### src/verilog/sspf_pkg.sv
// constants for the serial sram slave pin framing block
// assumes a 125 MHz system clock sampling all serial pins

package sspf_pkg;

    // ------------------------------------------------------------
    // clocking and durations
    // ------------------------------------------------------------
    localparam int CLK_MHZ = 125;
    localparam int RECALL_US = 50;
    localparam int RESTORE_US = 200;
    // longest times, rounded down (exact here)
    localparam int RECALL_CYC = RECALL_US * CLK_MHZ;
    localparam int RESTORE_CYC = RESTORE_US * CLK_MHZ;

    // ------------------------------------------------------------
    // pin positions in the synchroniser vector
    // ------------------------------------------------------------
    localparam int PIN_CS = 0;
    localparam int PIN_SCK = 1;
    localparam int PIN_SI = 2;
    localparam int PIN_NUM = 3;

    // ------------------------------------------------------------
    // operation codes and frame layout
    // ------------------------------------------------------------
    localparam logic [7:0] OP_WRITE = 8'h02;
    localparam logic [7:0] OP_READ = 8'h03;
    localparam logic [1:0] BYTE_DATA = 2'h3;
    localparam logic [2:0] BIT_LAST = 3'h7;

    // ------------------------------------------------------------
    // reset values
    // ------------------------------------------------------------
    localparam logic [7:0] OPCODE_RST = 8'h00;
    localparam logic [15:0] CNT_RST = 16'h0000;

endpackage : sspf_pkg

### src/verilog/sspf_pin_sync.sv
// two-flop synchroniser with edge detection for the serial pins
// assumes pins are asynchronous to mclk_i and slower than mclk_i / 4

`timescale 1ns/100ps

module sspf_pin_sync #(
    parameter int W = 3
) (
    // clock and reset
    input wire logic mclk_i,
    input wire logic rst_b_i,
    // raw pins
    input wire logic [W-1:0] pin_i,
    // synchronised level and one-cycle edge pulses
    output logic [W-1:0] lvl_o,
    output logic [W-1:0] rise_o,
    output logic [W-1:0] fall_o
);

    typedef struct packed {
        logic [W-1:0] s1;
        logic [W-1:0] s2;
        logic [W-1:0] lvl;
        logic [W-1:0] rise;
        logic [W-1:0] fall;
    } sspf_sync_t;

    if (W < 1) begin : g_bad_w
        $error("pin count must be at least 1");
    end

    sspf_sync_t st_r;
    sspf_sync_t st_nxt;
    logic [W-1:0] rise_w;
    logic [W-1:0] fall_w;

    // ------------------------------------------------------------
    // edge detection looks only at the second and level stages
    // ------------------------------------------------------------
    for (genvar g = 0; g < W; g++) begin : g_edge
        assign rise_w[g] = st_r.s2[g] & ~st_r.lvl[g];
        assign fall_w[g] = ~st_r.s2[g] & st_r.lvl[g];
    end

    always_comb begin
        st_nxt = st_r;
        st_nxt.s1 = pin_i;
        st_nxt.s2 = st_r.s1;
        st_nxt.lvl = st_r.s2;
        st_nxt.rise = rise_w;
        st_nxt.fall = fall_w;
    end

    // reset pin stages to all ones and edge pulses to zero: chip select idles high (deselected)
    always_ff @(posedge mclk_i or negedge rst_b_i) begin
        if (!rst_b_i) begin
            st_r <= '1;
            st_r.rise <= '0;
            st_r.fall <= '0;
        end else begin
            st_r <= st_nxt;
        end
    end

    assign lvl_o = st_r.lvl;
    assign rise_o = st_r.rise;
    assign fall_o = st_r.fall;

endmodule : sspf_pin_sync

### src/verilog/sspf_frame.sv
// serial sram slave pin framing: select, shift in/out, commit, busy
// assumes an spi master in mode 0 or 3 with sck well below mclk_i / 4

`timescale 1ns/100ps

// Notes on behaviour
// - only take part while select is low
// - select high deselects, ends the sequence
// - output released to high-z while deselected
// - select rising after write commits the write
// - ignore bus until first select falling edge seen while not busy
// - sample input on each clock rising edge
// - shift next output bit after falling edge
// - software recall finishes within 50 us
// - power-up restore finishes within 200 us
// - all bytes shift most significant bit first
// - first byte after select is the opcode
module sspf_frame #(
    parameter int RECALL_CYC = sspf_pkg::RECALL_CYC,
    parameter int RESTORE_CYC = sspf_pkg::RESTORE_CYC
) (
    // clock and reset
    input wire logic mclk_i,
    input wire logic rst_b_i,
    // serial pins
    input wire logic cs_b_i,
    input wire logic sck_i,
    input wire logic si_i,
    output logic so_o,
    output logic so_oe_b_o,
    // core side
    input wire logic recall_req_i,
    input wire logic [7:0] rd_byte_i,
    output logic rd_req_o,
    output logic [7:0] opcode_o,
    output logic opcode_vld_o,
    output logic [7:0] byte_o,
    output logic byte_vld_o,
    output logic wr_commit_o,
    output logic busy_o
);

    // the busy timer is 16 bits wide and one counter serves both
    // durations, so recall may not exceed the restore bound
    if (RECALL_CYC < 1 || RECALL_CYC > 65535 ||
        RESTORE_CYC < 1 || RESTORE_CYC > 65535 ||
        RECALL_CYC > RESTORE_CYC) begin : g_bad_cyc
        $error("busy counts must lie in 1..65535, recall <= restore");
    end

    typedef struct packed {
        logic armed;
        logic sel;
        logic [2:0] bitcnt;
        logic [1:0] bytecnt;
        logic [7:0] opcode;
        logic [7:0] shreg;
        logic [7:0] txreg;
        logic so;
        logic so_oe_b;
        logic wr_pend;
        logic op_vld;
        logic [7:0] rx_byte;
        logic byte_vld;
        logic commit;
        logic rd_req;
        logic [15:0] cnt;
        logic busy;
    } sspf_state_t;

    sspf_state_t st_r;
    sspf_state_t st_nxt;
    logic [2:0] lvl_w;
    logic [2:0] rise_w;
    logic [2:0] fall_w;
    logic cs_hi;
    logic cs_fall;
    logic cs_rise;
    logic sck_rise;
    logic sck_fall;
    logic si_s;
    logic sel_now;
    logic rd_phase;
    logic [7:0] rx_val;

    // ------------------------------------------------------------
    // pin synchronisers
    // ------------------------------------------------------------
    sspf_pin_sync #(
        .W(sspf_pkg::PIN_NUM)
    ) u_sync (
        .mclk_i(mclk_i),
        .rst_b_i(rst_b_i),
        .pin_i({si_i, sck_i, cs_b_i}),
        .lvl_o(lvl_w),
        .rise_o(rise_w),
        .fall_o(fall_w)
    );

    assign cs_hi = lvl_w[sspf_pkg::PIN_CS];
    assign cs_fall = fall_w[sspf_pkg::PIN_CS];
    assign cs_rise = rise_w[sspf_pkg::PIN_CS];
    assign sck_rise = rise_w[sspf_pkg::PIN_SCK];
    assign sck_fall = fall_w[sspf_pkg::PIN_SCK];
    assign si_s = lvl_w[sspf_pkg::PIN_SI];

    // a falling select seen this cycle arms at once so an early
    // clock edge is not lost
    assign sel_now = !cs_hi && !st_r.busy && (st_r.armed || cs_fall);
    assign rd_phase = st_r.opcode == sspf_pkg::OP_READ &&
                      st_r.bytecnt == sspf_pkg::BYTE_DATA;
    assign rx_val = {st_r.shreg[6:0], si_s};

    // ------------------------------------------------------------
    // next state
    // ------------------------------------------------------------
    always_comb begin
        st_nxt = st_r;
        st_nxt.op_vld = 1'b0;
        st_nxt.byte_vld = 1'b0;
        st_nxt.commit = 1'b0;
        st_nxt.rd_req = 1'b0;
        // busy timer for restore and recall
        if (st_r.cnt != sspf_pkg::CNT_RST) begin
            st_nxt.cnt = st_r.cnt - 16'h0001;
        end else if (recall_req_i) begin
            st_nxt.cnt = RECALL_CYC[15:0];
        end
        st_nxt.busy = st_nxt.cnt != sspf_pkg::CNT_RST;
        if (cs_fall && !st_r.busy) begin
            st_nxt.armed = 1'b1;
        end
        if (cs_hi) begin
            // standby: drop the frame and release the output
            st_nxt.sel = 1'b0;
            st_nxt.bitcnt = 3'h0;
            st_nxt.bytecnt = 2'h0;
            st_nxt.opcode = sspf_pkg::OPCODE_RST;
            st_nxt.so_oe_b = 1'b1;
            st_nxt.so = 1'b0;
            st_nxt.wr_pend = 1'b0;
            st_nxt.commit = cs_rise && st_r.wr_pend;
        end else begin
            st_nxt.sel = sel_now;
            if (sel_now && sck_rise) begin
                st_nxt.shreg = rx_val;
                st_nxt.bitcnt = st_r.bitcnt + 3'h1;
                if (st_r.bitcnt == sspf_pkg::BIT_LAST) begin
                    if (st_r.bytecnt == 2'h0) begin
                        st_nxt.opcode = rx_val;
                        st_nxt.op_vld = 1'b1;
                    end else begin
                        st_nxt.rx_byte = rx_val;
                        st_nxt.byte_vld = 1'b1;
                        if (st_r.bytecnt == sspf_pkg::BYTE_DATA &&
                            st_r.opcode == sspf_pkg::OP_WRITE) begin
                            st_nxt.wr_pend = 1'b1;
                        end
                    end
                    if (st_r.bytecnt != sspf_pkg::BYTE_DATA) begin
                        st_nxt.bytecnt = st_r.bytecnt + 2'h1;
                    end
                end
            end
            if (sel_now && sck_fall && rd_phase) begin
                st_nxt.so_oe_b = 1'b0;
                if (st_r.bitcnt == 3'h0) begin
                    st_nxt.so = rd_byte_i[7];
                    st_nxt.txreg = {rd_byte_i[6:0], 1'b0};
                    st_nxt.rd_req = 1'b1;
                end else begin
                    st_nxt.so = st_r.txreg[7];
                    st_nxt.txreg = {st_r.txreg[6:0], 1'b0};
                end
            end
        end
    end

    // ------------------------------------------------------------
    // state register
    // ------------------------------------------------------------
    always_ff @(posedge mclk_i or negedge rst_b_i) begin
        if (!rst_b_i) begin
            st_r <= '0;
            st_r.opcode <= sspf_pkg::OPCODE_RST;
            st_r.so_oe_b <= 1'b1;
            st_r.cnt <= RESTORE_CYC[15:0];
            st_r.busy <= 1'b1;
        end else begin
            st_r <= st_nxt;
        end
    end

    assign so_o = st_r.so;
    assign so_oe_b_o = st_r.so_oe_b;
    assign rd_req_o = st_r.rd_req;
    assign opcode_o = st_r.opcode;
    assign opcode_vld_o = st_r.op_vld;
    assign byte_o = st_r.rx_byte;
    assign byte_vld_o = st_r.byte_vld;
    assign wr_commit_o = st_r.commit;
    assign busy_o = st_r.busy;
endmodule : sspf_frame

### config.mk
export PLATFORM = sky130hd
export DESIGN_NAME = sspf_frame
export DESIGN_NICKNAME = d
export VERILOG_FILES = /design/src/verilog/sspf_pkg.sv /design/src/verilog/sspf_pin_sync.sv /design/src/verilog/sspf_frame.sv
export SDC_FILE = /design/constraint.sdc
export NUM_CORES = 1
export LEC_CHECK = 0
export BUFFER_PORTS_ARGS = -buffer_cell sky130_fd_sc_hd__buf_2
export CORE_MARGIN = 2
export CORE_UTILIZATION = 38
export DETAILED_ROUTE_END_ITERATION = 6
export GPL_TIMING_DRIVEN = 0
export SLEW_MARGIN = 10
export SYNTH_ARGS = -nofsm -noshare
export SYNTH_HDL_FRONTEND = slang
export SYNTH_SLANG_ARGS = --single-unit
export TNS_END_PERCENT = 1
### constraint.sdc
create_clock -name mclk_i -period 3.9 [get_ports mclk_i]
set_clock_uncertainty 0.15 [all_clocks]
set_input_delay 0 -clock mclk_i [delete_from_list [all_inputs] [get_ports mclk_i]]
set_output_delay 0 -clock mclk_i [all_outputs]
set_load 0.1 [all_outputs]
==> impl_metrics.yaml, run 1 <==
status:
  status: "complete, but fails checks"
  failed_checks: "negative hold slack"
timing:
  setup_viol: 0
  relSlewSlack_pct: 59.51
  fin_setup_tns_ns: 0
  finalHoldViolCount: 14
  drv_slew: 0
  hold_ws_ns: -0.01161
  rsz0062_at_grt: "no"
  worst_slew_pin_slew_ns: 0.6073
  max_clock_freq_mhz: 281.6
  layout_min_cycle_time_ns: 3.551
  fin_crit_sh_pct: 91.05
clock_network:
  h-tree-depth: 3
  clock_path_buffers: 2
  post_cts_buffers: 0
  clockRootBuffer: "clkbuf_8"
  clk_latency_ns: 0.33
  clkSlewWorstSetupHoldPaths_ns: 0.07
  cts_tree: "yes"
  cts.sinks: 73
  cts_made_buffers: 9
  post_cts_resized: 0
global_routing:
  grt_pass1_vias: 2209
  overflow: 0
  grt_max_degree: 43
  grtUsageTotal_pct: 14.38
  grt_antenna_before_repair: 0
  grt_pass1_wl_um: 10160
power_and_ir_drop:
  leakage_nw: 1.915
  power.density_nw_per_um2: 407.9
  vdd_drop_max_mv: 0.2136
setup_path:
  crit_path_top_delay_cell: "or4b_2"
  cp.arrival_ns: 3.65
  cp.required_ns: 4.00
  cp_top_family: "simple AND/OR/NAND/NOR gates"
  end_kind: "flip-flop"
  r2r_slack_ns: 0.35
  slowest_delay_ns: 0.64
  cp-start-kind: "flip-flop"
  path_cells: "inv_1 > ha_1 > or4b_2 > nor4_2 > clkbuf_1 > a21oi_1 > or4_1 > or3_1"
  crit_type: "reg -> reg"
  cp_num_buf_inv: 2
  worstPathMaxFanout: 10
floorplanning:
  rows: 33
  coreArea_um2: 8217
  io-pin-count: 37
  start_util_pct: 39.21
  fp.dieW_um: 96.08
  die_area_um2: 9231
  die_y_um: 96.08
drt:
  route.layer.met1.wl_um: 2953
  drt_wl_total_um: 5970
  via_count: 2255
  wl_met3_um: 236
  first_pass_iters: 4
  routed_via_density: 4.818
  drc: 0
  drtIter0Drc: 70
  highest_layer: "met4"
  ant_nets: 0
  wl_per_cell_um: 12.76
  route.met2.wl_um: 2696
logic_synthesis:
  yosysWarnings: 0
  synth.top_cells.by_count: "56 x dfrtp_1, 47 x nand2_1, 23 x o21ai_0, 17 x dfstp_2"
  synthCells: 297
  yosysTopAreaCell: "dfrtp_1"
  syn_nets: 318
  ys_ff_latch: 73
  synth-async-reset-ratio_pct: 100.0
  syn_area_um2: 3222
  yosysSeqAreaShare_pct: 57.36
  synth_edf_count: 0
  avgSynthCellArea_um2: 10.85
  ys_types: 45
  yosys.area.top_type_share_pct: 43.50
  synthTopCellsByArea: "dfrtp_1 43%, dfstp_2 14%, nand2_1 5.5%"
  yosysMostFrequentCell: "dfrtp_1"
  ys.flop_type: "dfrtp_1"
placement:
  dp.cells: 439
  gp_congestion: 0.8551
  dp_hpwl_um: 4090
  port_buffers: 36
worst_hold_path:
  worstHoldPathType: "in -> async"
layout:
  area_growth_pct: 21.28
  nFillCells: 757
  layout.nets: 379
  drive_gt1_share_pct: 28.65
  final_util_pct: 47.56
  instances_no_fill: 468
  num_antenna_cells: 0
job:
  maxCapViolCount: 0
## metal layers
layer / GRT usage, % / vias up
met3: 2.819 / 6
met4: 6.429 / 0
met5: 0 / -
met2: 22.16 / 45
met1: 19.64 / 1078
li1: - / 1126
## stage by stage
step	worst slack (ns)	instance area (um2)	total power, W
2_1_floorplan	0.6633	3222	0.0008974
3_3_place_gp	0.3644	3533	0.0009399
3_5_place_dp	0.3880	3556	0.0009449
4_1_cts	0.3701	3908	0.001618
5_1_grt	0.1942	3908	0.001668
6_report	0.3491	3908	0.001594
## cell families (layout without fill, tap and decap cells)
kind of cell | after synthesis | in the layout | share of synthesized area (%)
flops | 73 | 73 | 57.36
compound gates | 44 | 44 | 7.806
mux | 18 | 18 | 6.097
xor+xnor | 5 | 5 | 1.359
buf+inv | 36 | 102 | 6.292
simple gates | 114 | 114 | 18.37
fa+ha+maj | 7 | 7 | 2.718
## where the power goes
group	internal [W]	total, W	switching, W
clock network	0.000380	0.000654	0.000274
logic	0.0000570	0.000124	0.0000674
registers	0.000790	0.000816	0.0000254
## worst paths after layout
kind	from	end	cells after the start
worst min-delay path	rst_b_i	st_r[1]$_DFF_PN0_	2
max in group asynchronous	rst_b_i	busy_o$_DFF_PN1_	3
min in group mclk_i	si_i	u_sync.st_nxt[11]$_DFF_PN1_	2
worst min register to register	u_sync.st_nxt[9]$_DFF_PN1_	u_sync.st_nxt[6]$_DFF_PN1_	0
worst max register to register	st_r[1]$_DFF_PN0_	busy_o$_DFF_PN1_	8
worst max-delay path	st_r[1]$_DFF_PN0_	busy_o$_DFF_PN1_	8
## timing repair
| item | in CTS | in global routing |
|---|---|---|
| endpoints found under the hold margin | 85 | 0 |
| hold buffers | 13 | 0 |
| endpoints found under the setup margin | 0 | 0 |
## state kept, by name, indices dropped and copies added (netlist names)
register       cells
opcode_o           8
u_sync.rise_o      2
so_o               1
u_sync.st_nxt      6
u_sync.fall_o      2
opcode_vld_o       1
u_sync.lvl_o       3
rd_req_o           1
wr_commit_o        1
byte_vld_o         1
byte_o             8
so_oe_b_o          1
rx_val             7
busy_o             1
st_r              30
## layout make-up
cell class	count	area, um2	area share (%)
multi-input combinational	188	1171	29.97
buffer	26	165.2	4.227
tap	105	131.4	3.362
sequential	73	1848	47.29
inverter	10	37.54	0.9606
clock buffer	12	145.1	3.714
timing repair buffer	50	332.8	8.517
clock inverter	4	76.32	1.953
## placed cells by master (no fill, tap or decap), types with 8 or more instances in the layout
master / netlist / layout
a21oi_1: 8 / 8
inv_1: 10 / 10
dfstp_2: 17 / 17
clkbuf_1: 7 / 9
o21ai_0: 23 / 23
buf_4: 16 / 17
dfrtp_1: 56 / 56
clkbuf_8: 0 / 10
buf_2: 0 / 35
dlygate4sd3_1: 0 / 13
nand2_1: 47 / 47
mux2i_1: 8 / 8
nor2_1: 16 / 16
nor3_1: 9 / 9
mux2_2: 9 / 9
No activity file was read; power rests on OpenSTA's default activity.
==> run 2, diff against run 1 <==
Settings changed: PLACE_DENSITY_LB_ADDON set to 0.25.
==> run 2 against run 1 <==
The run now ends clean. Worst setup slack worse by 0.013 ns. Hold slack better by 0.11 ns. Critical path type unchanged. Highest routed layer unchanged. Critical endpoint unchanged. Combinational power about the same. Cell area up 0.45%.
==> impl_metrics.yaml, run 2 (same netlist as run 1, synthesis figures left out) <==
status:
  status: "finished, final reports clean"
setup_path:
  slowest_delay_ns: 0.65
  cp-start-kind: "flip-flop"
  cp.arrival_ns: 3.67
  path_cells: "inv_1 > ha_1 > or4b_2 > nor4_2 > clkbuf_1 > a21oi_1 > or4_1 > or3_1"
  end_kind: "flip-flop"
  crit_path_top_delay_cell: "or4b_2"
  cp_num_buf_inv: 2
  worstPathMaxFanout: 10
  cp_top_family: "simple AND/OR/NAND/NOR gates"
  cp.required_ns: 4.01
  crit_type: "reg -> reg"
layout:
  layout_commonest_cell: "dfrtp_1"
  largest_register_ffs: 30
  drive_gt1_share_pct: 29.12
  num_antenna_cells: 0
  final_cell_mix: "56 x dfrtp_1, 47 x nand2_1, 35 x buf_2, 23 x o21ai_0"
  largest-register: "st_r"
  nFillCells: 780
  area_growth_pct: 21.83
  layout.nets: 380
power_and_ir_drop:
  clock_power_share_pct: 41.3
  switching_share_pct: 23.46
  vdd_drop_max_mv: 0.2302
  seq_power_share_pct: 50.9
  p_switching_w: 0.0003764
  power.density_nw_per_um2: 408.8
  leakage_nw: 1.929
  share_comb_of_total_power_pct: 7.8
  intPower_w: 0.001228
placement:
  dp_hpwl_um: 4119
  gp_congestion: 0.8251
  port_buffers: 36
timing:
  finalHoldViolCount: 0
  layout_min_cycle_time_ns: 3.563
  setup_viol: 0
  relSlewSlack_pct: 39.24
  fin_setup_tns_ns: 0
  rsz0062_at_grt: "no"
  drv_slew: 0
  worst_slew_pin_slew_ns: 0.9084
  fin_crit_sh_pct: 91.37
  hold_ws_ns: 0.1021
  max_clock_freq_mhz: 280.6
clock_network:
  ctsHoldBuffers: 14
  clock_path_buffers: 2
  cts_tree: "yes"
  clk_latency_ns: 0.33
  h-tree-depth: 3
  post_cts_resized: 0
  cts.sinks: 73
  clkSlewWorstSetupHoldPaths_ns: 0.08
  cts_made_buffers: 9
  post_cts_buffers: 0
  clockRootBuffer: "clkbuf_8"
global_routing:
  grt_antenna_before_repair: 0
  grt_pass1_wl_um: 10270
  grt_pass1_vias: 2245
  grtUsageTotal_pct: 14.57
  grt-busiest-layer: "met2"
  met2_usage_pct: 22.05
  overflow: 0
  grtUsageMet3_pct: 3.132
  met1_usage_pct: 20.14
  grt_max_degree: 43
floorplanning:
  rows: 33
  coreArea_um2: 8217
  fp.dieW_um: 96.08
  die_y_um: 96.08
  start_util_pct: 39.21
  io-pin-count: 37
  die_area_um2: 9231
drt:
  routed_via_density: 4.900
  wl_per_cell_um: 12.96
  first_pass_iters: 4
  drc: 0
  via_count: 2298
  drt_wl_total_um: 6078
  ant_nets: 0
  drtIter0Drc: 122
job:
  maxCapViolCount: 0
worst_hold_path:
  worstHoldPathType: "in -> async"
run 2: cell count changes in the layout (fill, tap and decap cells not counted), sizes merged:
cell / before / now
clkinv: 1 / 4
clkbuf: 19 / 17
clkinvlp: 1 / 0
dlygate4sd3: 13 / 14
run 2: routing by layer:
metal	routed length [um]	part of all wire, %
met5	0	0
met4	50	0.82
met3	256	4.2
met2	2833	47
met1	2938	48
run 2: power by group through the flow:
stage               Clock, W  Combinational [W]  Sequential, W
finish              0.000663           0.000126       0.000816
global route        0.000716           0.000144       0.000820
CTS                 0.000681           0.000128       0.000816
detailed placement         0           0.000116       0.000830
global placement           0           0.000110       0.000829
floorplan                  0          0.0000747       0.000823
run 2: final cells by class:
class	count	area, um2	share of cell area [%]
Tap cell	105	131.4	3.347
Clock buffer	10	137.6	3.507
Timing Repair Buffer	51	342.8	8.734
Clock inverter	6	91.34	2.327
Sequential cell	73	1848	47.08
Multi-Input combinational cell	188	1171	29.84
Buffer	26	165.2	4.208
Inverter	10	37.54	0.9563
run 2: worst paths after layout:
kind / start / to / slack, ns / cells past startpoint
setup / recovery: st_r[1]$_DFF_PN0_ / busy_o$_DFF_PN1_ / 0.34 / 8
hold / removal: rst_b_i / st_r[4]$_DFF_PN1_ / 0.10 / 2
setup reg to reg: st_r[1]$_DFF_PN0_ / busy_o$_DFF_PN1_ / 0.34 / 8
hold reg to reg: u_sync.st_nxt[9]$_DFF_PN1_ / u_sync.st_nxt[6]$_DFF_PN1_ / 0.20 / 0
max in group asynchronous: rst_b_i / opcode_o[1]$_DFFE_PN0P_ / 2.16 / 3
min in group mclk_i: sck_i / u_sync.st_nxt[10]$_DFF_PN1_ / 0.15 / 2
run 2: per-stage QoR:
step | util, % | power [W] | cells | area, um2 | worst slack (ns)
after floorplan | - | 0.0008974 | 297 | 3222 | 0.6633
after global placement | 43.00 | 0.0009395 | 438 | 3533 | 0.3612
final | 47.77 | 0.001604 | 469 | 3925 | 0.3366
after global routing | 47.77 | 0.001681 | 469 | 3925 | 0.1289
after CTS | 47.77 | 0.001624 | 469 | 3925 | 0.3589
after detailed placement | 43.28 | 0.0009463 | 439 | 3556 | 0.3742
run 2: worst register-to-register path, cell delays in order (launching register included):
cell	delay (ns)
dfrtp_1	0.42
inv_1	0.12
ha_1	0.16
or4b_2	0.65
nor4_2	0.51
clkbuf_1	0.43
a21oi_1	0.13
or4_1	0.54
or3_1	0.38
